$ cat src/inc/usp_pkg.sv
// Purpose: shared constants and types for the serial channel with handshake
// Assumes: 32-bit register port, byte-wide characters
// Notes:   offsets are byte addresses of word registers
package usp_pkg;

  // register offsets
  localparam logic [7:0] OFF_CTRL   = 8'h00;
  localparam logic [7:0] OFF_STATUS = 8'h04;
  localparam logic [7:0] OFF_TXDATA = 8'h08;
  localparam logic [7:0] OFF_RXDATA = 8'h0c;
  localparam logic [7:0] OFF_DIVIDE = 8'h10;
  localparam logic [7:0] OFF_RTSLVL = 8'h14;

  // control field positions
  localparam int CTRL_TXEN    = 0;
  localparam int CTRL_RXEN    = 1;
  localparam int CTRL_LOOP    = 2;
  localparam int CTRL_RTSAUTO = 3;
  localparam int CTRL_RTSON   = 4;
  localparam int CTRL_STOP    = 5;

  // reset values
  localparam logic [15:0] DIV_RST    = 16'h001b;
  localparam logic [3:0]  RTSLVL_RST = 4'h6;

  localparam int DATA_BITS = 8;

  typedef enum logic [2:0] {
    TX_IDLE = 3'b001,
    TX_DATA = 3'b010,
    TX_STOP = 3'b100
  } usp_tx_state_t;

  typedef enum logic [2:0] {
    RX_IDLE = 3'b001,
    RX_DATA = 3'b010,
    RX_STOP = 3'b100
  } usp_rx_state_t;

  typedef struct packed {
    logic txEn;
    logic rxEn;
    logic loop;
    logic rtsAuto;
    logic rtsOn;
  } usp_ctrl_t;

  // register-port request
  typedef struct packed {
    logic [7:0]  addr;
    logic [31:0] wdata;
    logic        wr;
    logic        rd;
  } usp_bus_req_t;

endpackage

$ cat src/logic/usp_uart.sv
// Purpose: one asynchronous serial channel with clear/request-to-send
// Assumes: bit clock from an internal divider only; pins are asynchronous
// Notes:   receive queue depth is a parameter; RXDATA read pops the queue
`timescale 1ns/1ps
module usp_uart
  import usp_pkg::*;
#(
  parameter int QDEPTH = 8
) (
  // system
  input  wire logic        clk_sys,
  input  wire logic        reset_n,
  // register port
  input  wire logic [7:0]  regAddr,
  input  wire logic [31:0] regWdata,
  input  wire logic        regWr,
  input  wire logic        regRd,
  output logic      [31:0] regRdata,
  // serial pins
  output logic             ser0TxLine,
  input  wire logic        ser0RxLine,
  input  wire logic        ser0ClearToSendN,
  output logic             ser0RequestToSendN
);

  localparam int PW = $clog2(QDEPTH);

  typedef struct packed {
    usp_ctrl_t                     ctrl;
    logic                          stopped;
    logic [15:0]                   divide;
    logic [15:0]                   divCnt;
    logic                          sclk;
    logic [3:0]                    rtsLvl;
    usp_tx_state_t                 txState;
    logic [7:0]                    txShift;
    logic [2:0]                    txBit;
    logic [7:0]                    txHold;
    logic                          txFull;
    logic                          txSer;
    logic                          txPin;
    usp_rx_state_t                 rxState;
    logic [7:0]                    rxShift;
    logic [2:0]                    rxBit;
    logic                          rxPrev;
    logic                          overrun;
    logic                          frameErr;
    logic [QDEPTH-1:0][7:0]        queue;
    logic [PW-1:0]                 wrPtr;
    logic [PW-1:0]                 rdPtr;
    logic [PW:0]                   count;
    logic [31:0]                   rdData;
    logic                          rtsN;
    logic                          rxS1;
    logic                          rxS2;
    logic                          rxLast;
    logic                          ctsS1;
    logic                          ctsS2;
  } usp_state_t;

  usp_state_t   s_r;
  usp_state_t   s_nxt;
  usp_bus_req_t req;
  logic         riseEn;
  logic         fallEn;
  logic         rxIn;
  logic         ctsOk;
  logic         wake;
  logic         popEn;

  assign req = '{addr: regAddr, wdata: regWdata, wr: regWr, rd: regRd};

  function automatic logic hit(input usp_bus_req_t r, input logic [7:0] o);
    return r.addr == o;
  endfunction

  ////////////////////////////////////////////////////////////////////////////
  // serial clock: internal divider is the only bit-rate source
  assign riseEn = !s_r.stopped && (s_r.divCnt == 16'h0000) && !s_r.sclk;
  assign fallEn = !s_r.stopped && (s_r.divCnt == 16'h0000) && s_r.sclk;
  // loopback feeds the receiver from the shifter, not the pin
  assign rxIn   = s_r.ctrl.loop ? s_r.txSer : s_r.rxS2;
  assign ctsOk  = !s_r.ctsS2;
  assign wake   = s_r.stopped && (s_r.rxS2 != s_r.rxLast);
  assign popEn  = req.rd && hit(req, OFF_RXDATA) && (s_r.count != '0);

  always_comb begin
    s_nxt = s_r;
    s_nxt.rxS1   = ser0RxLine;
    s_nxt.rxS2   = s_r.rxS1;
    s_nxt.rxLast = s_r.rxS2;
    s_nxt.ctsS1  = ser0ClearToSendN;
    s_nxt.ctsS2  = s_r.ctsS1;

    if (!s_r.stopped) begin
      if (s_r.divCnt == 16'h0000) begin
        s_nxt.divCnt = s_r.divide - 16'h0001;
        s_nxt.sclk   = !s_r.sclk;
      end else begin
        s_nxt.divCnt = s_r.divCnt - 16'h0001;
      end
    end
    if (wake)
      s_nxt.stopped = 1'b0;

    //////////////////////////////////////////////////////////////////////////
    // transmitter, changes only on serial clock fall
    if (fallEn) begin
      case (s_r.txState)
        TX_IDLE: begin
          s_nxt.txSer = 1'b1;
          if (s_r.ctrl.txEn && s_r.txFull && ctsOk) begin
            s_nxt.txSer   = 1'b0;
            s_nxt.txShift = s_r.txHold;
            s_nxt.txFull  = 1'b0;
            s_nxt.txBit   = 3'h0;
            s_nxt.txState = TX_DATA;
          end
        end
        TX_DATA: begin
          s_nxt.txSer   = s_r.txShift[0];
          s_nxt.txShift = {1'b0, s_r.txShift[7:1]};
          s_nxt.txBit   = s_r.txBit + 3'h1;
          if (s_r.txBit == 3'(DATA_BITS - 1))
            s_nxt.txState = TX_STOP;
        end
        TX_STOP: begin
          s_nxt.txSer   = 1'b1;
          s_nxt.txState = TX_IDLE;
        end
        default: begin
          s_nxt.txSer   = 1'b1;
          s_nxt.txState = TX_IDLE;
        end
      endcase
    end
    s_nxt.txPin = (s_r.ctrl.loop || !s_r.ctrl.txEn) ? 1'b1 : s_r.txSer;

    //////////////////////////////////////////////////////////////////////////
    // receiver, samples only on serial clock rise
    if (popEn) begin
      s_nxt.rdPtr = s_r.rdPtr + PW'(1);
      s_nxt.count = s_r.count - (PW+1)'(1);
    end
    // clear ahead of the receiver so a same-cycle error set wins
    if (req.rd && hit(req, OFF_STATUS))
      {s_nxt.overrun, s_nxt.frameErr} = 2'b00;
    if (riseEn) begin
      s_nxt.rxPrev = rxIn;
      case (s_r.rxState)
        RX_IDLE: begin
          if (s_r.ctrl.rxEn && s_r.rxPrev && !rxIn) begin
            s_nxt.rxBit   = 3'h0;
            s_nxt.rxState = RX_DATA;
          end
        end
        RX_DATA: begin
          s_nxt.rxShift = {rxIn, s_r.rxShift[7:1]};
          s_nxt.rxBit   = s_r.rxBit + 3'h1;
          if (s_r.rxBit == 3'(DATA_BITS - 1))
            s_nxt.rxState = RX_STOP;
        end
        RX_STOP: begin
          s_nxt.rxState = RX_IDLE;
          if (!rxIn) begin
            s_nxt.frameErr = 1'b1;
          end else if (s_r.count == (PW+1)'(QDEPTH) && !popEn) begin
            s_nxt.overrun = 1'b1;
          end else begin
            s_nxt.queue[s_r.wrPtr] = s_r.rxShift;
            s_nxt.wrPtr = s_r.wrPtr + PW'(1);
            s_nxt.count = s_nxt.count + (PW+1)'(1);
          end
        end
        default: s_nxt.rxState = RX_IDLE;
      endcase
    end

    // request-to-send: fill level or software level
    if (s_r.ctrl.rtsAuto)
      s_nxt.rtsN = (s_r.count >= (PW+1)'(s_r.rtsLvl));
    else
      s_nxt.rtsN = !s_r.ctrl.rtsOn;

    //////////////////////////////////////////////////////////////////////////
    // register port; sticky errors clear on status read, a new set wins
    s_nxt.rdData = 32'h0000_0000;
    if (req.rd) begin
      case (req.addr)
        OFF_CTRL:   s_nxt.rdData = {26'h0, s_r.stopped, s_r.ctrl.rtsOn,
                                    s_r.ctrl.rtsAuto, s_r.ctrl.loop,
                                    s_r.ctrl.rxEn, s_r.ctrl.txEn};
        OFF_STATUS: s_nxt.rdData = {20'h0, 4'(s_r.count), 1'b0,
                                    s_r.stopped, ctsOk, s_r.frameErr,
                                    s_r.overrun, s_r.count != '0,
                                    s_r.txState != TX_IDLE, s_r.txFull};
        OFF_RXDATA: s_nxt.rdData = {24'h0, s_r.queue[s_r.rdPtr]};
        OFF_DIVIDE: s_nxt.rdData = {16'h0, s_r.divide};
        OFF_RTSLVL: s_nxt.rdData = {28'h0, s_r.rtsLvl};
        default:    s_nxt.rdData = 32'h0000_0000;
      endcase
    end
    if (req.wr) begin
      case (req.addr)
        OFF_CTRL: begin
          s_nxt.ctrl.txEn    = req.wdata[CTRL_TXEN];
          s_nxt.ctrl.rxEn    = req.wdata[CTRL_RXEN];
          s_nxt.ctrl.loop    = req.wdata[CTRL_LOOP];
          s_nxt.ctrl.rtsAuto = req.wdata[CTRL_RTSAUTO];
          s_nxt.ctrl.rtsOn   = req.wdata[CTRL_RTSON];
          if (req.wdata[CTRL_STOP] && !wake)
            s_nxt.stopped = 1'b1;
        end
        // refused while the holding register is occupied
        OFF_TXDATA: if (!s_r.txFull) begin
          s_nxt.txHold = req.wdata[7:0];
          s_nxt.txFull = 1'b1;
        end
        // zero divisor would wrap the reload to the slowest bit rate, so clamp to one
        OFF_DIVIDE: s_nxt.divide = (req.wdata[15:0] == 16'h0) ? 16'h0001
                                                              : req.wdata[15:0];
        OFF_RTSLVL: s_nxt.rtsLvl = req.wdata[3:0];
        default: ;
      endcase
    end
  end

  always_ff @(posedge clk_sys) begin
    if (!reset_n) begin
      s_r         <= '0;
      s_r.divide  <= DIV_RST;
      s_r.rtsLvl  <= RTSLVL_RST;
      s_r.txState <= TX_IDLE;
      s_r.rxState <= RX_IDLE;
      s_r.txSer   <= 1'b1;
      s_r.txPin   <= 1'b1;
      s_r.rtsN    <= 1'b1;
      s_r.rxPrev  <= 1'b1;
      s_r.rxS1    <= 1'b1;
      s_r.rxS2    <= 1'b1;
      s_r.rxLast  <= 1'b1;
      s_r.ctsS1   <= 1'b1;
      s_r.ctsS2   <= 1'b1;
    end else begin
      s_r <= s_nxt;
    end
  end

  assign regRdata           = s_r.rdData;
  assign ser0TxLine         = s_r.txPin;
  assign ser0RequestToSendN = s_r.rtsN;
endmodule

$ cat config.mk
export PLATFORM = sky130hd
export DESIGN_NAME = usp_uart
export DESIGN_NICKNAME = d
export VERILOG_FILES = /design/src/inc/usp_pkg.sv /design/src/logic/usp_uart.sv
export SDC_FILE = /design/constraint.sdc
export NUM_CORES = 1
export LEC_CHECK = 0
export BUFFER_PORTS_ARGS = -buffer_cell sky130_fd_sc_hd__buf_2
export CORE_ASPECT_RATIO = 0.75
export CORE_MARGIN = 5
export CORE_UTILIZATION = 58
export DETAILED_ROUTE_END_ITERATION = 12
export GPL_TIMING_DRIVEN = 1
export PLACE_DENSITY_LB_ADDON = 0.25
export SLEW_MARGIN = 20
export SYNTH_ARGS = -nofsm -noshare
export SYNTH_HDL_FRONTEND = slang
export SYNTH_SLANG_ARGS = --single-unit
$ cat constraint.sdc
create_clock -name clk_sys -period 3.6 [get_ports clk_sys]
set_input_delay 0.54 -clock clk_sys [delete_from_list [all_inputs] [get_ports clk_sys]]
set_output_delay 0.54 -clock clk_sys [all_outputs]
set_load 0.005 [all_outputs]
==> results.md, run 1 <==
- Status: finished, final reports clean
- Number of synthesized register bits: 181
- Share of power burned in registers: 0.409
- Share of post-route cells with drive strength above 1: 0.155
- Antenna Nets Post-Route: 0
- PwrDens: about 570 mW/mm²
- Number of enable flip-flop cells after synthesis: 0
- Die extent in x: roughly 150 µm
- Area growth from synthesis to layout: 11.1%
- Largest net degree at the start of global routing: 76
- Number of cells on the critical path: 7
- Combined area of all synthesized cells: ~0.0086 mm²
- Clock tree from TritonCTS: done
- Post-route fraction of the period consumed by the critical path: 0.842
- Cell depth of the worst hold path: 2
- CP Data Required Time: approximately 3.9 ns
- Vertical die dimension: around 120 µm
- CP endpoint kind: register
- Max capacitance violation total: 0
- PnR worst setup slack: around 0.57 ns
- Power Internal: roughly 3700 µW
- Clock share of power: 0.371
- Cell-by-cell trace of the critical path: nor4_1 -> nand4_1 -> buf_4 -> o21ai_0 -> a211oi_2 -> a221oi_1 -> a311oi_1
- Class of the worst hold path: primary input to register
- Highest ir drop seen on vdd: roughly 380 µV
- Antenna violations before repair: 0
- Category of cells accounting for the largest share of critical-path delay: compound AO/OA/AOI/OAI gates
- Startpoint-to-endpoint class of the critical path: register to register
- Max incr delay on CP: 0.63 ns
- Final hold violation count: 0
- Full die area: 0.0173 mm²
- Placer's final routability congestion estimate: 0.925
- Number of remaining DRC errors: 0
- Reg-to-reg slack, setup: between 0.5 and 0.6 ns
- Initial standard-cell utilization of the core: 0.591
- Clock-pin slew reported for the worst setup and hold paths after clock tree synthesis: 0.07 ns
- Worst Path Buf+Inv: 1
- Worst endpoint data arrival time: 3.31 ns
- LEAKAGE: between 0.003 and 0.004 µW
- Cell at the root of the clock tree: clkbuf_16
- Number of buffers between clock root and the deepest sink: 2
- Slew at the pin closest to its max-slew limit: ~0.94 ns
- Cell with the largest stage delay on the worst path: nor4_1
- Setup Fix Bufs, Post-CTS: 0
- Number of diodes: 0
- Routed WL per cell: 17.6 µm
- Number of ports placed on the die boundary: 80
- RSZ-0062 raised after global routing: no
- Site row count: 38
- Pre-CTS worst setup slack: approximately 0.6 ns
- Number of buffers inserted during clock tree synthesis: 17
- Routed WL: 20700 µm
- Distinct cells, synth: 65
- Final-report setup violation count: 0
- First-pass detailed-route iteration total: 5
- Yosys synthesis warning count: 0
- Vias in the first global route: roughly 6400
- First-pass GRT wire length: about 34000 µm
- Number of port buffers: 47
- Minimum clock period: a little over 3 ns
- Clock Sink Count: approximately 180
- Footprint of the multi-input gates: approximately 0.0045 mm²
- Via count of the routed design: 6993
- Tot GR Track Use: 0.247
- Top fanout value on the critical path: 8
- FF/Latch Area: ~0.0036 mm²
- Startpoint class of the critical path: register
- Floorplan core area: 0.0145 mm²
- Reported net switching power: between 1500 and 2000 µW
- Sum of negative setup slack: 0 ns
- Total congestion overflow: 0
- Average cell area after synthesis: 9.10 µm²
- Highest clock rate: about 330 MHz
- Hold buffer count at cts: 0
- Vias per cell: between 5 and 6
- Total count of max-transition violations in the final report: 0
- Initial DRC Count: 659
- Net switching fraction of the power: 0.311
- Net count reported at finish: 1021
- Cells on worst reg2reg path: 7
- Total number of H-tree levels: 4
- Worst skew pair latency: ~0.43 ns
- Filler cell count in the final layout: 1179
- Async S/R FF share, synth: 0
- Post-CTS Resized: 0
- Dominant synthesized flop cell: dfxtp_1
- Maximum clock skew at final layout: a little over 0.01 ns
- Part of the Yosys area used for sequential elements: 0.423
- Worst slew slack as a fraction of its limit: 0.372
- Comb power frac: 0.221
- Gate count of the mapped netlist: 942
- DPL Wire Length: around 14000 µm
-- kinds of logic (layout without fill, tap and decap cells) --
| family | after synthesis | in the layout | synth area share |
|---|---|---|---|
| mux | 90 | 90 | 0.131 |
| compound gates | 182 | 182 | 0.145 |
| xor+xnor | 10 | 10 | 0.0102 |
| buf+inv | 100 | 118 | 0.0596 |
| fa+ha+maj | 13 | 13 | 0.0190 |
| other cells | 1 | 16 | 0.000438 |
| flops | 181 | 181 | 0.423 |
| simple gates | 365 | 365 | 0.212 |
-- power groups by stage --
stage               Clock [µW]  Sequential, µW  Combinational [µW]
floorplan                    0            2210                 828
global placement             0            2240                1100
detailed placement           0            2240                1120
CTS                       2020            2200                1140
global route              2130            2210                1300
finish                    2000            2200                1190
-- area by class of cell --
type / count / share of cell area
Multi-Input combinational cell: 676 / 0.473
Inverter: 9 / 0.00355
Tap cell: 200 / 0.0263
Sequential cell: 181 / 0.380
Clock buffer: 21 / 0.0483
Timing Repair Buffer: 77 / 0.0499
Clock inverter: 11 / 0.0181
-- through the flow --
stage | util | power, µW | cell area (µm²) | hold WS [ns] | instances
5_1_grt | 0.657 | 5640 | 9520 | 0.279 | 1175
3_5_place_dp | 0.612 | 3360 | 8880 | 0.393 | 1143
6_report | 0.657 | 5390 | 9520 | 0.283 | 1175
2_1_floorplan | - | 3030 | 8630 | 0.386 | 957
3_3_place_gp | 0.612 | 3340 | 8880 | 0.389 | 1143
4_1_cts | 0.656 | 5360 | 9510 | 0.272 | 1175
-- cell usage after synthesis, types with 8 or more instances --
master / instances / area, µm²
a211oi_1: 9 / 67.6
a21boi_0: 14 / 105
a21oi_1: 30 / 150
a22oi_1: 9 / 67.6
and2_1: 10 / 62.6
buf_4: 34 / 255
clkbuf_1: 47 / 176
dfxtp_1: 181 / 3620
ha_1: 13 / 163
inv_1: 8 / 30.0
mux2i_1: 67 / 671
mux4_2: 17 / 383
nand2_1: 125 / 469
nand2b_1: 10 / 62.6
nand3_1: 63 / 315
nand4_1: 12 / 75.1
nor2_1: 55 / 206
nor2b_1: 19 / 119
nor3_1: 17 / 85.1
nor3b_1: 9 / 67.6
nor4_1: 11 / 68.8
o211a_1: 8 / 80.1
o211ai_1: 10 / 75.1
o21ai_0: 54 / 270
-- cells in the final DEF (no fill, tap or decap), drive strengths merged, types with 8 or more instances in the layout --
cell / synthesis / layout
a21oi: 30 / 30
nor3b: 9 / 9
o211ai: 10 / 10
ha: 13 / 13
nand4: 12 / 12
nor2b: 19 / 19
nand2b: 11 / 11
mux4: 17 / 17
dfxtp: 181 / 181
clkbuf: 47 / 21
a211oi: 9 / 9
nor4: 11 / 11
nor2: 56 / 56
buf: 44 / 77
nand3: 63 / 63
mux2i: 67 / 67
o211a: 8 / 8
a21boi: 14 / 14
nor3: 19 / 19
inv: 8 / 10
and2: 10 / 10
o21ai: 54 / 54
conb: 1 / 16
a22oi: 9 / 9
nand2: 125 / 125
-- worst paths after layout --
path,start,endpoint
max,s_r[164],s_r[167]
min,ser0RxLine,s_nxt[3]
max reg2reg,s_r[164],s_r[167]
min reg2reg,s_nxt[3],s_nxt[2]
-- layer usage --
metal | vias up | wire length [µm] | track usage | part of all wire
li1 | 3398 | - | - | -
met1 | 3314 | 10300 | 0.380 | 0.50
met2 | 266 | 8560 | 0.343 | 0.41
met3 | 15 | 1690 | 0.0642 | 0.082
met4 | 0 | 194 | 0.0585 | 0.0094
met5 | - | 0 | 0 | 0
Power figures use the tool's default switching activity.
==> run 2, diff against run 1 <==
Clock period 3.6 ns to 3.1 ns, I/O delays scaled along.
==> run 2 against run 1 <==
Net effect:
- first-iteration DRC count rose by 16%
- via count rose by 0.23%
- combinational power rose by 17%
- utilization rose by 0.28 points
- sequential power rose by 16%
- register-to-register slack got worse by 0.15 ns
- clock skew fell by 0.0014 ns
- hold slack got worse by 0.063 ns
- count of clock-buffer cells in the layout rose by 1
- total power rose by 15%
- critical path type unchanged
- critical path depth rose by 1
==> results.md, run 2 (synthesis results as in run 1) <==
- Status: finished, final reports clean (unchanged)
- Area growth from synthesis to layout: 11.6% (was 11.1%)
- Class of the worst hold path: primary input to register (unchanged)
- Slew at the pin closest to its max-slew limit: 0.637 ns (was 0.940 ns)
- Initial standard-cell utilization of the core: 0.591 (unchanged)
- Vias per cell: 5.92 (was 5.95)
- Final Power: 6190 µW (was 5390 µW)
- Cell depth of the worst hold path: 2 (unchanged)
- Maximum clock skew at final layout: 0.00901 ns (was 0.0104 ns)
- LEAKAGE: 0.00364 µW (was 0.00362 µW)
- Initial DRC Count: 764 (was 659)
- Startpoint class of the critical path: register (unchanged)
- Worst endpoint data arrival time: 3.03 ns (was 3.31 ns)
- Highest clock rate: 373 MHz (was 330 MHz)
- Power Internal: 4250 µW (was 3710 µW)
- Total number of H-tree levels: 4 (unchanged)
- M1 WL: 10400 µm (was 10300 µm)
- Max Used Layer: met4 (unchanged)
- Via count of the routed design: 7009 (was 6993)
- Worst flop-to-flop path startpoint: s_r[164] (unchanged)
- Share of power burned in registers: 0.412 (was 0.409)
- Endpoint of the worst hold path: s_nxt[0] (was s_nxt[3])
- Post-CTS Resized: 0 (unchanged)
- Sum of negative setup slack: 0 ns (unchanged)
- Worst Setup SP: s_r[164] (unchanged)
- Tot GR Track Use: 0.252 (was 0.247)
- Placer's final routability congestion estimate: 0.926 (was 0.925)
- Final hold violation count: 0 (unchanged)
- Vias in the first global route: 6554 (was 6356)
- PnR worst setup slack: 0.419 ns (was 0.569 ns)
- Clock tree from TritonCTS: done (unchanged)
- Post-route worst hold slack: 0.220 ns (was 0.283 ns)
- PwrDens: 647 mW/mm² (was 566 mW/mm²)
- Net count reported at finish: 1029 (was 1021)
- Final-report setup violation count: 0 (unchanged)
- Cell at the root of the clock tree: clkbuf_16 (unchanged)
- Pre-CTS worst setup slack: 0.174 ns (was 0.608 ns)
- Top fanout value on the critical path: 8 (unchanged)
- Number of remaining DRC errors: 0 (unchanged)
- Clock share of power: 0.363 (was 0.371)
- Cells on worst reg2reg path: 8 (was 7)
- CP endpoint kind: register (unchanged)
- Net switching fraction of the power: 0.312 (was 0.311)
- Total congestion overflow: 0 (unchanged)
- Setup Fix Bufs, Post-CTS: 0 (unchanged)
- Routed wire length on met3: 1890 µm (was 1690 µm)
- Routed WL: 21100 µm (was 20700 µm)
- Number of diodes: 0 (unchanged)
- Worst slew slack as a fraction of its limit: 0.564 (was 0.372)
- Floorplan core area: 0.0145 mm² (unchanged)
- DPL Wire Length: 14600 µm (was 14400 µm)
- Clock-pin slew reported for the worst setup and hold paths after clock tree synthesis: 0.07 ns (about the same)
- HP Start: ser0ClearToSendN (was ser0RxLine)
- Leading cell type in the layout, fill and taps excluded: dfxtp_1 (unchanged)
- Antenna violations before repair: 0 (unchanged)
- Clock Sink Count: 181 (unchanged)
- Worst skew pair latency: 0.43 ns (about the same)
- Max capacitance violation total: 0 (unchanged)
- Startpoint-to-endpoint class of the critical path: register to register (unchanged)
- Number of ports placed on the die boundary: 80 (unchanged)
- First-pass detailed-route iteration total: 5 (unchanged)
- Highest ir drop seen on vdd: 426 µV (was 384 µV)
- Hold buffer count at cts: 0 (unchanged)
- Footprint of the multi-input gates: 0.00450 mm² (was 0.00451 mm²)
- Leading cell types in the layout, fill and taps excluded: dfxtp_1 (181), nand2_1 (125), mux2i_1 (67) (unchanged)
- Vertical die dimension: 115 µm (unchanged)
- Total count of max-transition violations in the final report: 0 (unchanged)
- Comb power frac: 0.225 (was 0.221)
- Reported net switching power: 1930 µW (was 1680 µW)
- First-pass GRT wire length: 34300 µm (was 33600 µm)
- Share of post-route cells with drive strength above 1: 0.159 (was 0.155)
- RSZ-0062 raised after global routing: no (unchanged)
- Largest net degree at the start of global routing: 97 (was 76)
- FF/Latch Area: 0.00362 mm² (unchanged)
- Minimum clock period: 2.68 ns (was 3.03 ns)
- Number of buffers between clock root and the deepest sink: 2 (unchanged)
- Die extent in x: 150 µm (unchanged)
- Filler cell count in the final layout: 1205 (was 1179)
- Number of port buffers: 47 (unchanged)
- Number of buffers inserted during clock tree synthesis: 17 (unchanged)
- Detailed-routed wire length on met2: 8670 µm (was 8560 µm)
- Full die area: 0.0173 mm² (unchanged)
- CP Data Required Time: 3.45 ns (was 3.88 ns)
- Antenna Nets Post-Route: 0 (unchanged)
- Routed WL per cell: 17.8 µm (was 17.6 µm)
- Post-route fraction of the period consumed by the critical path: 0.865 (was 0.842)
- Site row count: 38 (unchanged)
- Reg-to-reg slack, setup: 0.42 ns (was 0.57 ns)
## run 2: layout make-up
class | instances | share of cell area
Inverter | 9 | 0.00353
Multi-Input combinational cell | 676 | 0.470
Tap cell | 200 | 0.0262
Clock buffer | 22 | 0.0485
Timing Repair Buffer | 85 | 0.0573
Sequential cell | 181 | 0.379
Clock inverter | 10 | 0.0153
## run 2: per-stage QoR
step / instances / instance area (µm²) / utilization
3_3_place_gp: 1151 / 8950 / 0.617
3_5_place_dp: 1151 / 8950 / 0.617
2_1_floorplan: 957 / 8630 / -
5_1_grt: 1183 / 9560 / 0.660
6_report: 1183 / 9560 / 0.660
4_1_cts: 1183 / 9560 / 0.660
## run 2: layer usage
| layer | vias up | track usage |
|---|---|---|
| met5 | - | 0 |
| met4 | 0 | 0.0500 |
| met3 | 19 | 0.0563 |
| met1 | 3296 | 0.395 |
| met2 | 281 | 0.354 |
| li1 | 3413 | - |
## run 2: worst max-delay path: stages, from the launching register on
cell and delay [ns]:
dfxtp_1 0.37, nor4_1 0.53, nand4_1 0.18, buf_4 0.22, nor4b_4 0.48, nand2b_4 0.12, nor3b_1 0.21, buf_4 0.25
mux2i_1 0.23
## run 2: power groups by stage
stage / logic, µW / registers (µW) / clock network, µW
6_report: 1390 / 2550 / 2240
5_1_grt: 1530 / 2570 / 2390
4_1_cts: 1350 / 2550 / 2270
3_5_place_dp: 1340 / 2600 / 0
3_3_place_gp: 1320 / 2600 / 0
2_1_floorplan: 962 / 2560 / 0
## run 2: worst max-delay path by stage
stage | to | slack (ns) | cells after the start
after floorplan | register | 0.29 | 8
after global placement | s_r[39] | 0.24 | 7
after detailed placement | s_r[39] | 0.17 | 7
after CTS | register | 0.44 | 8
after global routing | register | 0.17 | 8
final | register | 0.42 | 8
